$ cat config.mk
export PLATFORM = sky130hd
export DESIGN_NAME = csif_fetch
export DESIGN_NICKNAME = d
export VERILOG_FILES = /design/src/verilog/csif_pkg.sv /design/src/verilog/csif_fetch.sv
export SDC_FILE = /design/constraint.sdc
export NUM_CORES = 1
export LEC_CHECK = 0
export BUFFER_PORTS_ARGS = -buffer_cell sky130_fd_sc_hd__buf_2
export CORE_ASPECT_RATIO = 0.8
export CORE_MARGIN = 5
export CORE_UTILIZATION = 55
export CTS_BUF_LIST = sky130_fd_sc_hd__clkbuf_4
export CTS_CLUSTER_DIAMETER = 80
export DETAILED_ROUTE_END_ITERATION = 8
export GPL_TIMING_DRIVEN = 0
export HOLD_SLACK_MARGIN = 0.12
export PLACE_DENSITY = 0.83
export SLEW_MARGIN = 20
export SYNTH_ARGS = -nofsm -noshare
export SYNTH_HDL_FRONTEND = slang
export SYNTH_SLANG_ARGS = --single-unit
$ cat constraint.sdc
create_clock -name i_clock -period 2.8 [get_ports i_clock]
set_clock_uncertainty 0.2 [all_clocks]
set_input_delay 0.56 -clock i_clock [delete_from_list [all_inputs] [get_ports i_clock]]
set_output_delay 0.56 -clock i_clock [all_outputs]
set_load 0.01 [all_outputs]
$ cat src/verilog/csif_pkg.sv
// Purpose: Shared types and constants of the instruction-fetch block
// Assumes: Storage characters arrive as csif_char_s, one per access
// Notes:   Op-code values and length masks below are a small example set
package csif_pkg;

	// ------------------------------------------------------------------
	// Character and address carriers
	// ------------------------------------------------------------------
	// One storage position: delimiter flag plus seven code bits
	typedef struct packed {
		logic       wm;   // Word-delimiter flag (eighth plane)
		logic       chk;  // Odd-parity check bit
		logic       zb;   // Zone B
		logic       za;   // Zone A
		logic [3:0] num;  // Numeric weights 8-4-2-1
	} csif_char_s;

	// Storage address: five decimal digits, d4 is ten-thousands
	typedef struct packed {
		logic [3:0] d4;
		logic [3:0] d3;
		logic [3:0] d2;
		logic [3:0] d1;
		logic [3:0] d0;
	} csif_addr_s;

	// Address register: five positions of {zb, za, num}, [0] high order
	typedef logic [0:4][5:0] csif_areg_t;

	// Operation classes, each with its own set of legal lengths
	typedef enum logic [2:0] {
		CLS_BAD   = 3'h0,
		CLS_ONE   = 3'h1,
		CLS_MOD   = 3'h2,
		CLS_ARITH = 3'h3,
		CLS_MOVE  = 3'h4,
		CLS_IO    = 3'h5
	} csif_class_e;

	// ------------------------------------------------------------------
	// Constants
	// ------------------------------------------------------------------
	localparam int          RING_W      = 13;
	localparam int          STG_UNIT_END = 3;
	localparam int          STG_B_FIRST = 6;
	localparam int          STG_MOD     = 11;
	localparam int          STG_END     = 12;
	localparam logic [3:0]  BCD_ZERO    = 4'ha;
	localparam int          SIZE_UNIT   = 10000;
	localparam int          SIZE_MAX    = 80000;
	localparam csif_addr_s  RST_ADDR    = 20'h00000;

	// Example op codes as {zb, za, num}
	localparam logic [5:0]  OPC_ADD     = 6'h31;
	localparam logic [5:0]  OPC_MOVE    = 6'h24;
	localparam logic [5:0]  OPC_IO      = 6'h14;
	localparam logic [5:0]  OPC_BRMOD   = 6'h32;
	localparam logic [5:0]  OPC_HALT    = 6'h38;

	// Legal lengths as bit masks, bit n set means n characters allowed
	localparam logic [12:0] LEN_ONE     = 13'h0002;
	localparam logic [12:0] LEN_MOD     = 13'h0004;
	localparam logic [12:0] LEN_ARITH   = 13'h0842;
	localparam logic [12:0] LEN_MOVE    = 13'h1082;
	localparam logic [12:0] LEN_IO      = 13'h0420;

	// Error-stop codes
	localparam logic [2:0]  ERR_NONE    = 3'h0;
	localparam logic [2:0]  ERR_OPWM    = 3'h1;
	localparam logic [2:0]  ERR_OPCODE  = 3'h2;
	localparam logic [2:0]  ERR_DIGIT   = 3'h3;
	localparam logic [2:0]  ERR_ZONE    = 3'h4;
	localparam logic [2:0]  ERR_RANGE   = 3'h5;
	localparam logic [2:0]  ERR_LENGTH  = 3'h6;

endpackage

$ cat src/verilog/csif_fetch.sv
// Purpose: Instruction fetch and address check of a character-serial
//          decimal processor
// Assumes: One storage read outstanding; data answers some cycles later
// Notes:   Halts with an error code on any check failure until restarted
`timescale 1ns/1ps

module csif_fetch #(
	parameter int STORAGE_SIZE = csif_pkg::SIZE_MAX
) (
	input  wire logic                   i_clock,
	input  wire logic                   i_nrst,
	input  wire logic                   i_start,
	input  wire csif_pkg::csif_addr_s   i_start_addr,
	input  wire logic                   i_rd_valid,
	input  wire csif_pkg::csif_char_s   i_rd_char,
	input  wire logic                   i_exec_done,
	output logic                        o_rd_req,
	output csif_pkg::csif_addr_s        o_rd_addr,
	output logic                        o_exec_start,
	output logic                        o_fetching,
	output logic                        o_error_stop,
	output logic [2:0]                  o_err_code,
	output logic [6:0]                  o_op_register,
	output csif_pkg::csif_class_e       o_op_class,
	output logic [3:0]                  o_length,
	output logic                        o_scan_reverse,
	output csif_pkg::csif_areg_t        o_first_operand_address_register,
	output csif_pkg::csif_areg_t        o_second_operand_address_register,
	output logic [6:0]                  o_operation_modifier_register,
	output csif_pkg::csif_addr_s        o_next_addr
);
	import csif_pkg::*;

	// ------------------------------------------------------------------
	// Helper functions
	// ------------------------------------------------------------------
	// Class of an op-code character; unknown codes are refused
	function automatic csif_class_e op_class(input csif_char_s c);
		logic [5:0] code;
		code = {c.zb, c.za, c.num};
		unique case (code)
			OPC_ADD:   op_class = CLS_ARITH;
			OPC_MOVE:  op_class = CLS_MOVE;
			OPC_IO:    op_class = CLS_IO;
			OPC_BRMOD: op_class = CLS_MOD;
			OPC_HALT:  op_class = CLS_ONE;
			default:   op_class = CLS_BAD;
		endcase
	endfunction

	// Legal lengths per class; no mask holds two adjacent bits
	function automatic logic [12:0] len_mask(input csif_class_e k);
		unique case (k)
			CLS_ONE:   len_mask = LEN_ONE;
			CLS_MOD:   len_mask = LEN_MOD;
			CLS_ARITH: len_mask = LEN_ARITH;
			CLS_MOVE:  len_mask = LEN_MOVE;
			CLS_IO:    len_mask = LEN_IO;
			default:   len_mask = 13'h0000;
		endcase
	endfunction

	// Decimal increment with carry through all five digits
	function automatic csif_addr_s addr_inc(input csif_addr_s a);
		logic [19:0] v;
		logic        cy;
		v  = a;
		cy = 1'b1;
		for (int i = 0; i < 5; i++)
		begin
			if (cy)
			begin
				if (v[i*4 +: 4] == 4'h9)
					v[i*4 +: 4] = 4'h0;
				else
				begin
					v[i*4 +: 4] = v[i*4 +: 4] + 4'h1;
					cy = 1'b0;
				end
			end
		end
		addr_inc = v;
	endfunction

	// ------------------------------------------------------------------
	// State and registers
	// ------------------------------------------------------------------
	typedef enum logic [2:0] {
		ST_IDLE = 3'b000,
		ST_REQ  = 3'b001,
		ST_WAIT = 3'b011,
		ST_EXEC = 3'b010,
		ST_HALT = 3'b110
	} csif_state_e;

	localparam logic [3:0] TT_LIMIT = 4'(STORAGE_SIZE / SIZE_UNIT);

	csif_state_e        state_r;
	csif_state_e        state_nxt;
	logic [RING_W-1:0]  ring_r;
	logic [RING_W-1:0]  ring_nxt;
	logic [3:0]         count_r;
	csif_addr_s         cur_addr_r;
	csif_class_e        cls_r;
	logic [6:0]         op_r;
	csif_areg_t         areg_r;
	csif_areg_t         breg_r;
	logic [6:0]         mod_r;
	logic               rd_req_r;
	logic               exec_start_r;
	logic [2:0]         err_r;
	logic               scan_rev_r;
	logic               fetching_r;
	logic               halt_r;

	// ------------------------------------------------------------------
	// Character decode
	// ------------------------------------------------------------------
	// Which ring stage holds the character now arriving
	wire         got        = (state_r == ST_WAIT) && i_rd_valid;
	wire         at_op      = ring_r[0];
	wire         at_end     = ring_r[STG_END];
	wire         in_a       = |ring_r[5:1];
	wire         in_b       = |ring_r[10:6];
	wire         in_mod     = ring_r[STG_MOD];
	wire csif_class_e cls_in = op_class(i_rd_char);

	// Unit field of an I/O op sits in the first register but is no address
	wire         chk_addr   = (in_a && (cls_r != CLS_IO)) || in_b;
	wire [4:0]   pos        = in_a ? ring_r[5:1] : ring_r[10:6];
	wire [3:0]   num        = i_rd_char.num;
	wire [3:0]   digit      = (num == BCD_ZERO) ? 4'h0 : num;
	wire         digit_bad  = (num == 4'h0) || (num > BCD_ZERO);
	wire         has_zone   = i_rd_char.za | i_rd_char.zb;
	wire         zone_bad   = has_zone && !(pos[2] | pos[3]);
	wire         range_bad  = pos[0] && (digit >= TT_LIMIT);
	wire         fetch_bad  = cur_addr_r.d4 >= TT_LIMIT;

	// Length read so far against the decoded op code
	wire [12:0]  legal      = len_mask(cls_r);
	wire         len_ok     = legal[count_r];

	// Error found on this character, in priority order
	logic [2:0]  err_nxt;
	always_comb
	begin
		err_nxt = ERR_NONE;
		if (at_op && !i_rd_char.wm)
			err_nxt = ERR_OPWM;
		else if (at_op && cls_in == CLS_BAD)
			err_nxt = ERR_OPCODE;
		else if (!at_op && i_rd_char.wm && !len_ok)
			err_nxt = ERR_LENGTH;
		else if (!at_op && !i_rd_char.wm && at_end)
			err_nxt = ERR_LENGTH;
		else if (!at_op && !i_rd_char.wm && chk_addr && digit_bad)
			err_nxt = ERR_DIGIT;
		else if (!at_op && !i_rd_char.wm && chk_addr && zone_bad)
			err_nxt = ERR_ZONE;
		else if (!at_op && !i_rd_char.wm && chk_addr && range_bad)
			err_nxt = ERR_RANGE;
	end

	// Flag on a later character marks the next op: the instruction ends
	wire         done_ok    = got && !at_op && i_rd_char.wm && len_ok;
	wire         take       = got && (err_nxt == ERR_NONE) && !done_ok;

	// ------------------------------------------------------------------
	// Ring advance
	// ------------------------------------------------------------------
	// Op-only modifier ops skip to the modifier stage; I/O unit field
	// skips the unused first-address positions
	always_comb
	begin
		ring_nxt = {ring_r[RING_W-2:0], 1'b0};
		if (at_op && cls_in == CLS_MOD)
			ring_nxt = 13'h0800;
		else if (ring_r[STG_UNIT_END] && cls_r == CLS_IO)
			ring_nxt = 13'h0040;
	end

	// ------------------------------------------------------------------
	// Sequencer
	// ------------------------------------------------------------------
	always_comb
	begin
		state_nxt = state_r;
		unique case (state_r)
			ST_IDLE,
			ST_HALT:
				if (i_start)
					state_nxt = ST_REQ;
			ST_REQ:
				state_nxt = fetch_bad ? ST_HALT : ST_WAIT;
			ST_WAIT:
				if (got)
				begin
					if (err_nxt != ERR_NONE)
						state_nxt = ST_HALT;
					else if (done_ok)
						state_nxt = ST_EXEC;
					else
						state_nxt = ST_REQ;
				end
			ST_EXEC:
				if (i_exec_done)
					state_nxt = ST_REQ;
		endcase
	end

	// State, ring, count and address pointer
	always_ff @(posedge i_clock)
	begin
		if (!i_nrst)
		begin
			state_r    <= ST_IDLE;
			ring_r     <= 13'h0001;
			count_r    <= 4'h0;
			cur_addr_r <= RST_ADDR;
		end
		else
		begin
			state_r <= state_nxt;
			if ((state_r == ST_IDLE || state_r == ST_HALT) && i_start)
				cur_addr_r <= i_start_addr;
			else if (take)
				cur_addr_r <= addr_inc(cur_addr_r);
			if (state_nxt == ST_REQ && state_r != ST_WAIT)
			begin
				ring_r  <= 13'h0001;
				count_r <= 4'h0;
			end
			else if (take)
			begin
				ring_r  <= ring_nxt;
				count_r <= count_r + 4'h1;
			end
		end
	end

	// Storage read strobe, one character per access
	always_ff @(posedge i_clock)
	begin
		if (!i_nrst)
			rd_req_r <= 1'b0;
		else
			rd_req_r <= (state_r == ST_REQ) && !fetch_bad;
	end

	// Execute start pulse and error-stop code
	always_ff @(posedge i_clock)
	begin
		if (!i_nrst)
		begin
			exec_start_r <= 1'b0;
			err_r        <= ERR_NONE;
		end
		else
		begin
			exec_start_r <= done_ok;
			if ((state_r == ST_IDLE || state_r == ST_HALT) && i_start)
				err_r <= ERR_NONE;
			else if (state_r == ST_REQ && fetch_bad)
				err_r <= ERR_RANGE;
			else if (got && err_nxt != ERR_NONE)
				err_r <= err_nxt;
		end
	end

	// Phase flags from the next state, so the ports carry no decode
	always_ff @(posedge i_clock)
	begin
		if (!i_nrst)
		begin
			fetching_r <= 1'b0;
			halt_r     <= 1'b0;
		end
		else
		begin
			fetching_r <= (state_nxt == ST_REQ) || (state_nxt == ST_WAIT);
			halt_r     <= (state_nxt == ST_HALT);
		end
	end

	// ------------------------------------------------------------------
	// Field registers
	// ------------------------------------------------------------------
	// Gate each accepted character to its register by ring stage;
	// a new op clears the operand registers so stale digits never show
	always_ff @(posedge i_clock)
	begin
		if (!i_nrst)
		begin
			op_r       <= 7'h00;
			cls_r      <= CLS_BAD;
			scan_rev_r <= 1'b0;
			areg_r     <= '0;
			breg_r     <= '0;
			mod_r      <= 7'h00;
		end
		else if (take && at_op)
		begin
			op_r       <= i_rd_char[6:0];
			cls_r      <= cls_in;
			scan_rev_r <= (cls_in == CLS_MOVE) || (cls_in == CLS_IO);
			areg_r     <= '0;
			breg_r     <= '0;
			mod_r      <= 7'h00;
		end
		else if (take)
		begin
			for (int k = 0; k < 5; k++)
			begin
				if (ring_r[k+1])
					areg_r[k] <= i_rd_char[5:0];
				if (ring_r[k+STG_B_FIRST])
					breg_r[k] <= i_rd_char[5:0];
			end
			if (in_mod)
				mod_r <= i_rd_char[6:0];
		end
	end

	// ------------------------------------------------------------------
	// Outputs
	// ------------------------------------------------------------------
	assign o_rd_req                          = rd_req_r;
	assign o_rd_addr                         = cur_addr_r;
	assign o_exec_start                      = exec_start_r;
	assign o_fetching                        = fetching_r;
	assign o_error_stop                      = halt_r;
	assign o_err_code                        = err_r;
	assign o_op_register                     = op_r;
	assign o_op_class                        = cls_r;
	assign o_length                          = count_r;
	assign o_scan_reverse                    = scan_rev_r;
	assign o_first_operand_address_register  = areg_r;
	assign o_second_operand_address_register = breg_r;
	assign o_operation_modifier_register     = mod_r;
	assign o_next_addr                       = cur_addr_r;

endmodule

# == Yosys cells after proc, flatten, opt, wreduce, memory -nomap -nowiden ==
# Cells that the tools add are included.
# totals
register_bits,125
latch_bits,0
ram_bits,0
rom_bits,0
output_inout_bits,129
memories,0
# op_classes
n_addsub,6
multipliers,0
div_mod_pow,0
n_lt_le_gt_ge,4
n_eq_ne,28
n_shift,0
n_mux,54
bitwise_logic,3
reduce_logical,71
# op_table
op,n
$pmux 13 s5,1
$mux 4,11
$mux 3,14
$mux 20,2
$reduce_and 2->1,15
$logic_and 1x1->1,27
$mux 13,2
$add 4x1->4 const B,6
$eq 4x4->1 const B,6
$eq 6x6->1 const B,4
$mux 1,20
$eq 3x2->1 const B,6
$eq 3x3->1 const B,6
$pmux 3 s5,1
$pmux 3 s4,1
$reduce_bool 2->1,6
$reduce_or 5->1,2
$eq 3x1->1 const B,3
$logic_not 3->1,3
$ge 4x4->1 const B,2
$reduce_or 2->1,4
$eq 6x5->1 const B,1
$logic_not 1->1,6
$logic_or 1x1->1,5
other kinds (11),12

# == Depth between registers and ports, before layout ==
# logic_depth
depth_word,33
mapped_depth,10
depth_no_buf,6

# == Worst setup path after synthesis ==
# No wires, ideal clock.
# synth_path
path_type,input -> register
start,input i_rd_char[2] (netlist bit)
end,register cur_addr_r (netlist bit o_next_addr[5])
arrival_time_ns,2.310
path_slack_ns,0.215
stages,8
path_cell_list,buf_2 -> nor2_1 -> nand4_1 -> a41o_1 -> buf_6 -> a221o_1 -> a2111o_1 -> a31oi_1
# synth_via
elab_chain_cells,17
elab_cells_between_ends,29
# synth_lines
element,line_no,text
start: declaration,csif_fetch.sv:15,"input wire csif_pkg::csif_char_s i_rd_char,"
$eq 4x4->1,csif_fetch.sv:132,wire [3:0] digit = (num == BCD_ZERO) ? 4'h0 : num;
$mux 4,csif_fetch.sv:132,
$ge 4x4->1,csif_fetch.sv:136,wire range_bad = pos[0] && (digit >= TT_LIMIT);
$logic_and 1x1->1,csif_fetch.sv:136,
$logic_and 1x1->1,csif_fetch.sv:160,else if (!at_op && !i_rd_char.wm && chk_addr && range_bad)
$mux 3,csif_fetch.sv:160,
$mux 3,csif_fetch.sv:158,else if (!at_op && !i_rd_char.wm && chk_addr && zone_bad)
$mux 3,csif_fetch.sv:156,else if (!at_op && !i_rd_char.wm && chk_addr && digit_bad)
$mux 3,csif_fetch.sv:154,else if (!at_op && !i_rd_char.wm && at_end)
$mux 3,csif_fetch.sv:152,else if (!at_op && i_rd_char.wm && !len_ok)
$mux 3 *,csif_fetch.sv:150,else if (at_op && cls_in == CLS_BAD)
$mux 3 *,csif_fetch.sv:148,if (at_op && !i_rd_char.wm)
$logic_not 3->1 *,csif_fetch.sv:166,wire take = got && (err_nxt == ERR_NONE) && !done_ok;
$logic_and 1x1->1 * (2 in a row),csif_fetch.sv:166,
$reduce_bool 2->1 (no source line) *,n/a,
$reduce_and 2->1 (no source line) *,n/a,
end signal: assignment,csif_fetch.sv:225,cur_addr_r <= i_start_addr;
end signal: assignment,csif_fetch.sv:227,cur_addr_r <= addr_inc(cur_addr_r);
end: declaration,csif_fetch.sv:103,csif_addr_s cur_addr_r;
# Mark *: on every way between the ends. The rest lies on a longest branch, timed or not.
# A chain may end at the register's enable or synchronous reset.

# == Worst setup path after layout ==
# layout_path
start,register cur_addr_r (netlist bit o_next_addr[7])
end,register cur_addr_r (netlist bit o_next_addr[19])
# layout_via
elab_chain_cells,16
# layout_lines
element,line_no,text
$eq 4x4->1,csif_fetch.sv:73,if (v[i*4 +: 4] == 4'h9)
$mux 1,csif_fetch.sv:73,
$mux 1,csif_fetch.sv:71,if (cy)
$mux 1,csif_fetch.sv:226,else if (take)
$mux 1,csif_fetch.sv:224,if ((state_r == ST_IDLE || state_r == ST_HALT) && i_start)
$mux 1,csif_fetch.sv:214,if (!i_nrst)
$mux 1,csif_fetch.sv:71,
$mux 1,csif_fetch.sv:226,
$mux 1,csif_fetch.sv:224,
$mux 1,csif_fetch.sv:214,
$mux 1,csif_fetch.sv:71,
$mux 1,csif_fetch.sv:226,
$mux 1,csif_fetch.sv:224,
$mux 1,csif_fetch.sv:214,
$reduce_bool 2->1 (no source line),n/a,
$reduce_and 2->1 (no source line),n/a,
# Every way passes these cells. The select of a mux whose other input is x is not followed.

==> results_dict.tcl <==
set metrics [dict create \
    die_h_um 105 \
    grt_use_total_pct 26.1 \
    critPathSlowestCell "dfxtp_1" \
    antenna_left 0 \
    synth.ff_latch_count 125 \
    fin_nets 950 \
    critPathMaxStageDelay_ps 510 \
    antenna_found_initial 0 \
    pin_count 162 \
    grt_first_pass_wirelength_mm 28.7 \
    crit_family "simple AND/OR/NAND/NOR gates" \
    dp_hpwl_mm 12.9 \
    worstMarginPinSlew_ps 686 \
    post-route-util_pct 70.0 \
    overflow 0 \
    setup_ws_ps 15.4 \
    fp.dieW_um 129 \
    final_area_mm2 0.00768 \
    drive_above_1_share_pct 30.3 \
    pre_cts_slack_ps -253 \
    via_per_inst 5.79 \
    first_pass_iters 6 \
    swShare_pct 30.0 \
    clk_pin_slew_ps 130 \
    fmax_mhz 359 \
    nFillCells 912 \
    diodes 0 \
    p_comb_share_pct 15.1 \
    slew_headroom_pct 54.3 \
    dr_wl_met2_mm 8.27 \
    cts_tree "built" \
    status "completed" \
    clk_path_buf_depth 2 \
    power_density_mw_per_mm2 483 \
    coreArea_mm2 0.0110 \
    wire_per_inst_um 17.1 \
    finalPower_mw 3.71 \
    vias 6204 \
    drt-met1-wl_mm 8.19 \
    synth_cell_types 77 \
    setup-tns-final_ps 0 \
    row_count 34 \
    cts_buffers 17 \
    slew_viol_final 0 \
    dp_cells 1024 \
    fin_crit_ps 2780 \
    crit_buf_inv 0 \
    crit_chain "nor4bb_2 -> nand2_1 -> nor4_2 -> o2111ai_2 -> or4_4 -> a41oi_2" \
    power_frac_seq_pct 51.1 \
    cp-start-kind "register" \
    crit_arrival_ps 3030 \
    synth_area_per_cell_um2 8.56 \
    area_growth_pct 23.7 \
    syn_area_mm2 0.00621 \
    root_buffer "clkbuf_4" \
    drt-total-wl_mm 18.3 \
    leakagePower_nw 3.14 \
    clock_latency_ps 540 \
    route.top_layer_used "met4" \
    cts_num_sinks 125 \
    dpl_cell_area_mm2 0.00716 \
    mappedNetlistNets 759 \
    multi_input_area_mm2 0.00324 \
    maxCapViolCount 0 \
    period_share_pct 99.5 \
    cts_htree_levels 4 \
    hold_violations 0 \
    grt_max_degree 17 \
    power.internal_mw 2.60 \
    place.gp.congestion 0.953 \
    synth-edff-count 0 \
    instances_no_fill 1072 \
    synthFlopType "dfxtp_1" \
    place.port_buffers 155 \
    worstSetupPathType "register to register" \
    required_ps 3050 \
    setup_viol 0 \
    p_clk_share_pct 33.8 \
    dieArea_mm2 0.0135 \
    p_sw_mw 1.11 \
    path_max_fanout 7 \
    ys_async_sr_fraction_pct 0 \
    fin_worst_hold_slack_ps 148 \
    ir_drop_uv 295 \
    netlist_instances 725 \
    drtIter0Drc 675 \
    seq_area_mm2 0.00250 \
    min-delay-path-class "input pin to register" \
    wl_met3_mm 1.54 \
    crit_path_end_kind "register" \
    initial_core_util_pct 56.6 \
    drt_drc_violations_left 0 \
    yosys_warnings 0 \
    yosysSeqAreaShare_pct 40.3 \
    grt_pass1_vias 5640 \
]
## Yosys cell counts, drive strengths merged, types with 5 or more instances
cell type	n	area (µm²)
a211oi	8	135
a21oi	63	315
a31oi	12	75.1
buf	54	370
clkbuf	27	103
dfxtp	125	2500
inv	17	63.8
mux2i	43	430
nand2	75	282
nand2b	8	50.1
nand3	57	285
nand4	8	50.1
nand4b	6	52.6
nor2	62	235
nor2b	7	43.8
nor3	8	40.0
nor3b	7	63.8
nor4	5	31.3
o2111ai	10	93.8
o211ai	5	37.5
o21ai	28	140
o31ai	5	42.5
or3	5	36.3
xor2	5	43.8
## layout make-up
class / count / share of cell area, %
multi-input combinational: 502 / 42.2
sequential: 125 / 32.6
timing repair buffer: 172 / 12.2
buffer: 81 / 6.21
tap: 144 / 2.35
clock inverter: 13 / 1.87
clock buffer: 18 / 1.76
inverter: 17 / 0.831
## worst paths after layout
| kind | slack [ps] | end | from | cells after the start |
|---|---|---|---|---|
| worst max register to register | 20 | o_next_addr[19] | o_next_addr[7] | 6 |
| worst min register to register | 260 | o_second_operand_address_register[7] | o_second_operand_address_register[7] | 2 |
| worst min-delay path | 150 | o_next_addr[0] | i_start_addr[0] | 3 |
| worst max-delay path | 20 | o_next_addr[19] | o_next_addr[7] | 6 |
## power groups by stage
stage	combinational, mW	clock [mW]	sequential [mW]
finish	0.559	1.26	1.89
global route	0.602	1.35	1.90
CTS	0.542	1.26	1.89
detailed placement	0.525	0	1.93
global placement	0.515	0	1.93
floorplan	0.331	0	1.93
## flip-flops by register name, summed over array words and instances (netlist names)
register	count
o_err_code	3
o_error_stop	1
o_exec_start	1
o_fetching	1
o_first_operand_address_register	30
o_length	4
o_next_addr	20
o_op_class	3
o_op_register	7
o_operation_modifier_register	7
o_rd_req	1
o_scan_reverse	1
o_second_operand_address_register	30
ring_r	13
state_r	3
## routing by layer
| metal | vias up | GRT usage (%) |
|---|---|---|
| met4 | 0 | 7.80 |
| met5 | - | 0 |
| met2 | 284 | 38.8 |
| li1 | 2964 | - |
| met1 | 2917 | 37.0 |
| met3 | 39 | 6.83 |
## placed cells by master (no fill, tap or decap), drive strengths merged, types with 13 or more instances in the layout
master | synthesis | layout
nand3 | 57 | 57
dfxtp | 125 | 125
dlygate4sd3 | 0 | 13
mux2i | 43 | 43
nand2 | 75 | 75
clkbuf | 27 | 45
buf | 54 | 213
nor2 | 62 | 62
inv | 17 | 18
o21ai | 28 | 28
a21oi | 63 | 63
## cells by family (layout without fill, tap and decap cells)
logic type               count (synthesis)  after routing  share of synthesized area (%)
AO/OA/AOI/OAI                          177            177                           20.7
XOR/XNOR                                 9              9                           1.27
adder cells (fa/ha/maj)                  1              1                          0.201
buffers and inverters                   98            301                           8.65
flip-flops                             125            125                           40.3
multiplexers                            43             43                           6.93
AND/OR/NAND/NOR                        272            272                           22.0
## tightest hold or removal path, delay by kind of cell
family	cells	cell delay, ps
buffers and inverters	1	110
AND/OR/NAND/NOR	2	170
## what timing repair did
action | in CTS | in global routing
endpoints found under the setup margin | 46 | 84
pin swaps | 0 | 2
hold endpoints to repair | 14 | 0
gates resized for setup | 1 | 16
buffers inserted | 2 | 2
hold buffers | 13 | 0
No activity file was read; power rests on OpenSTA's default activity.
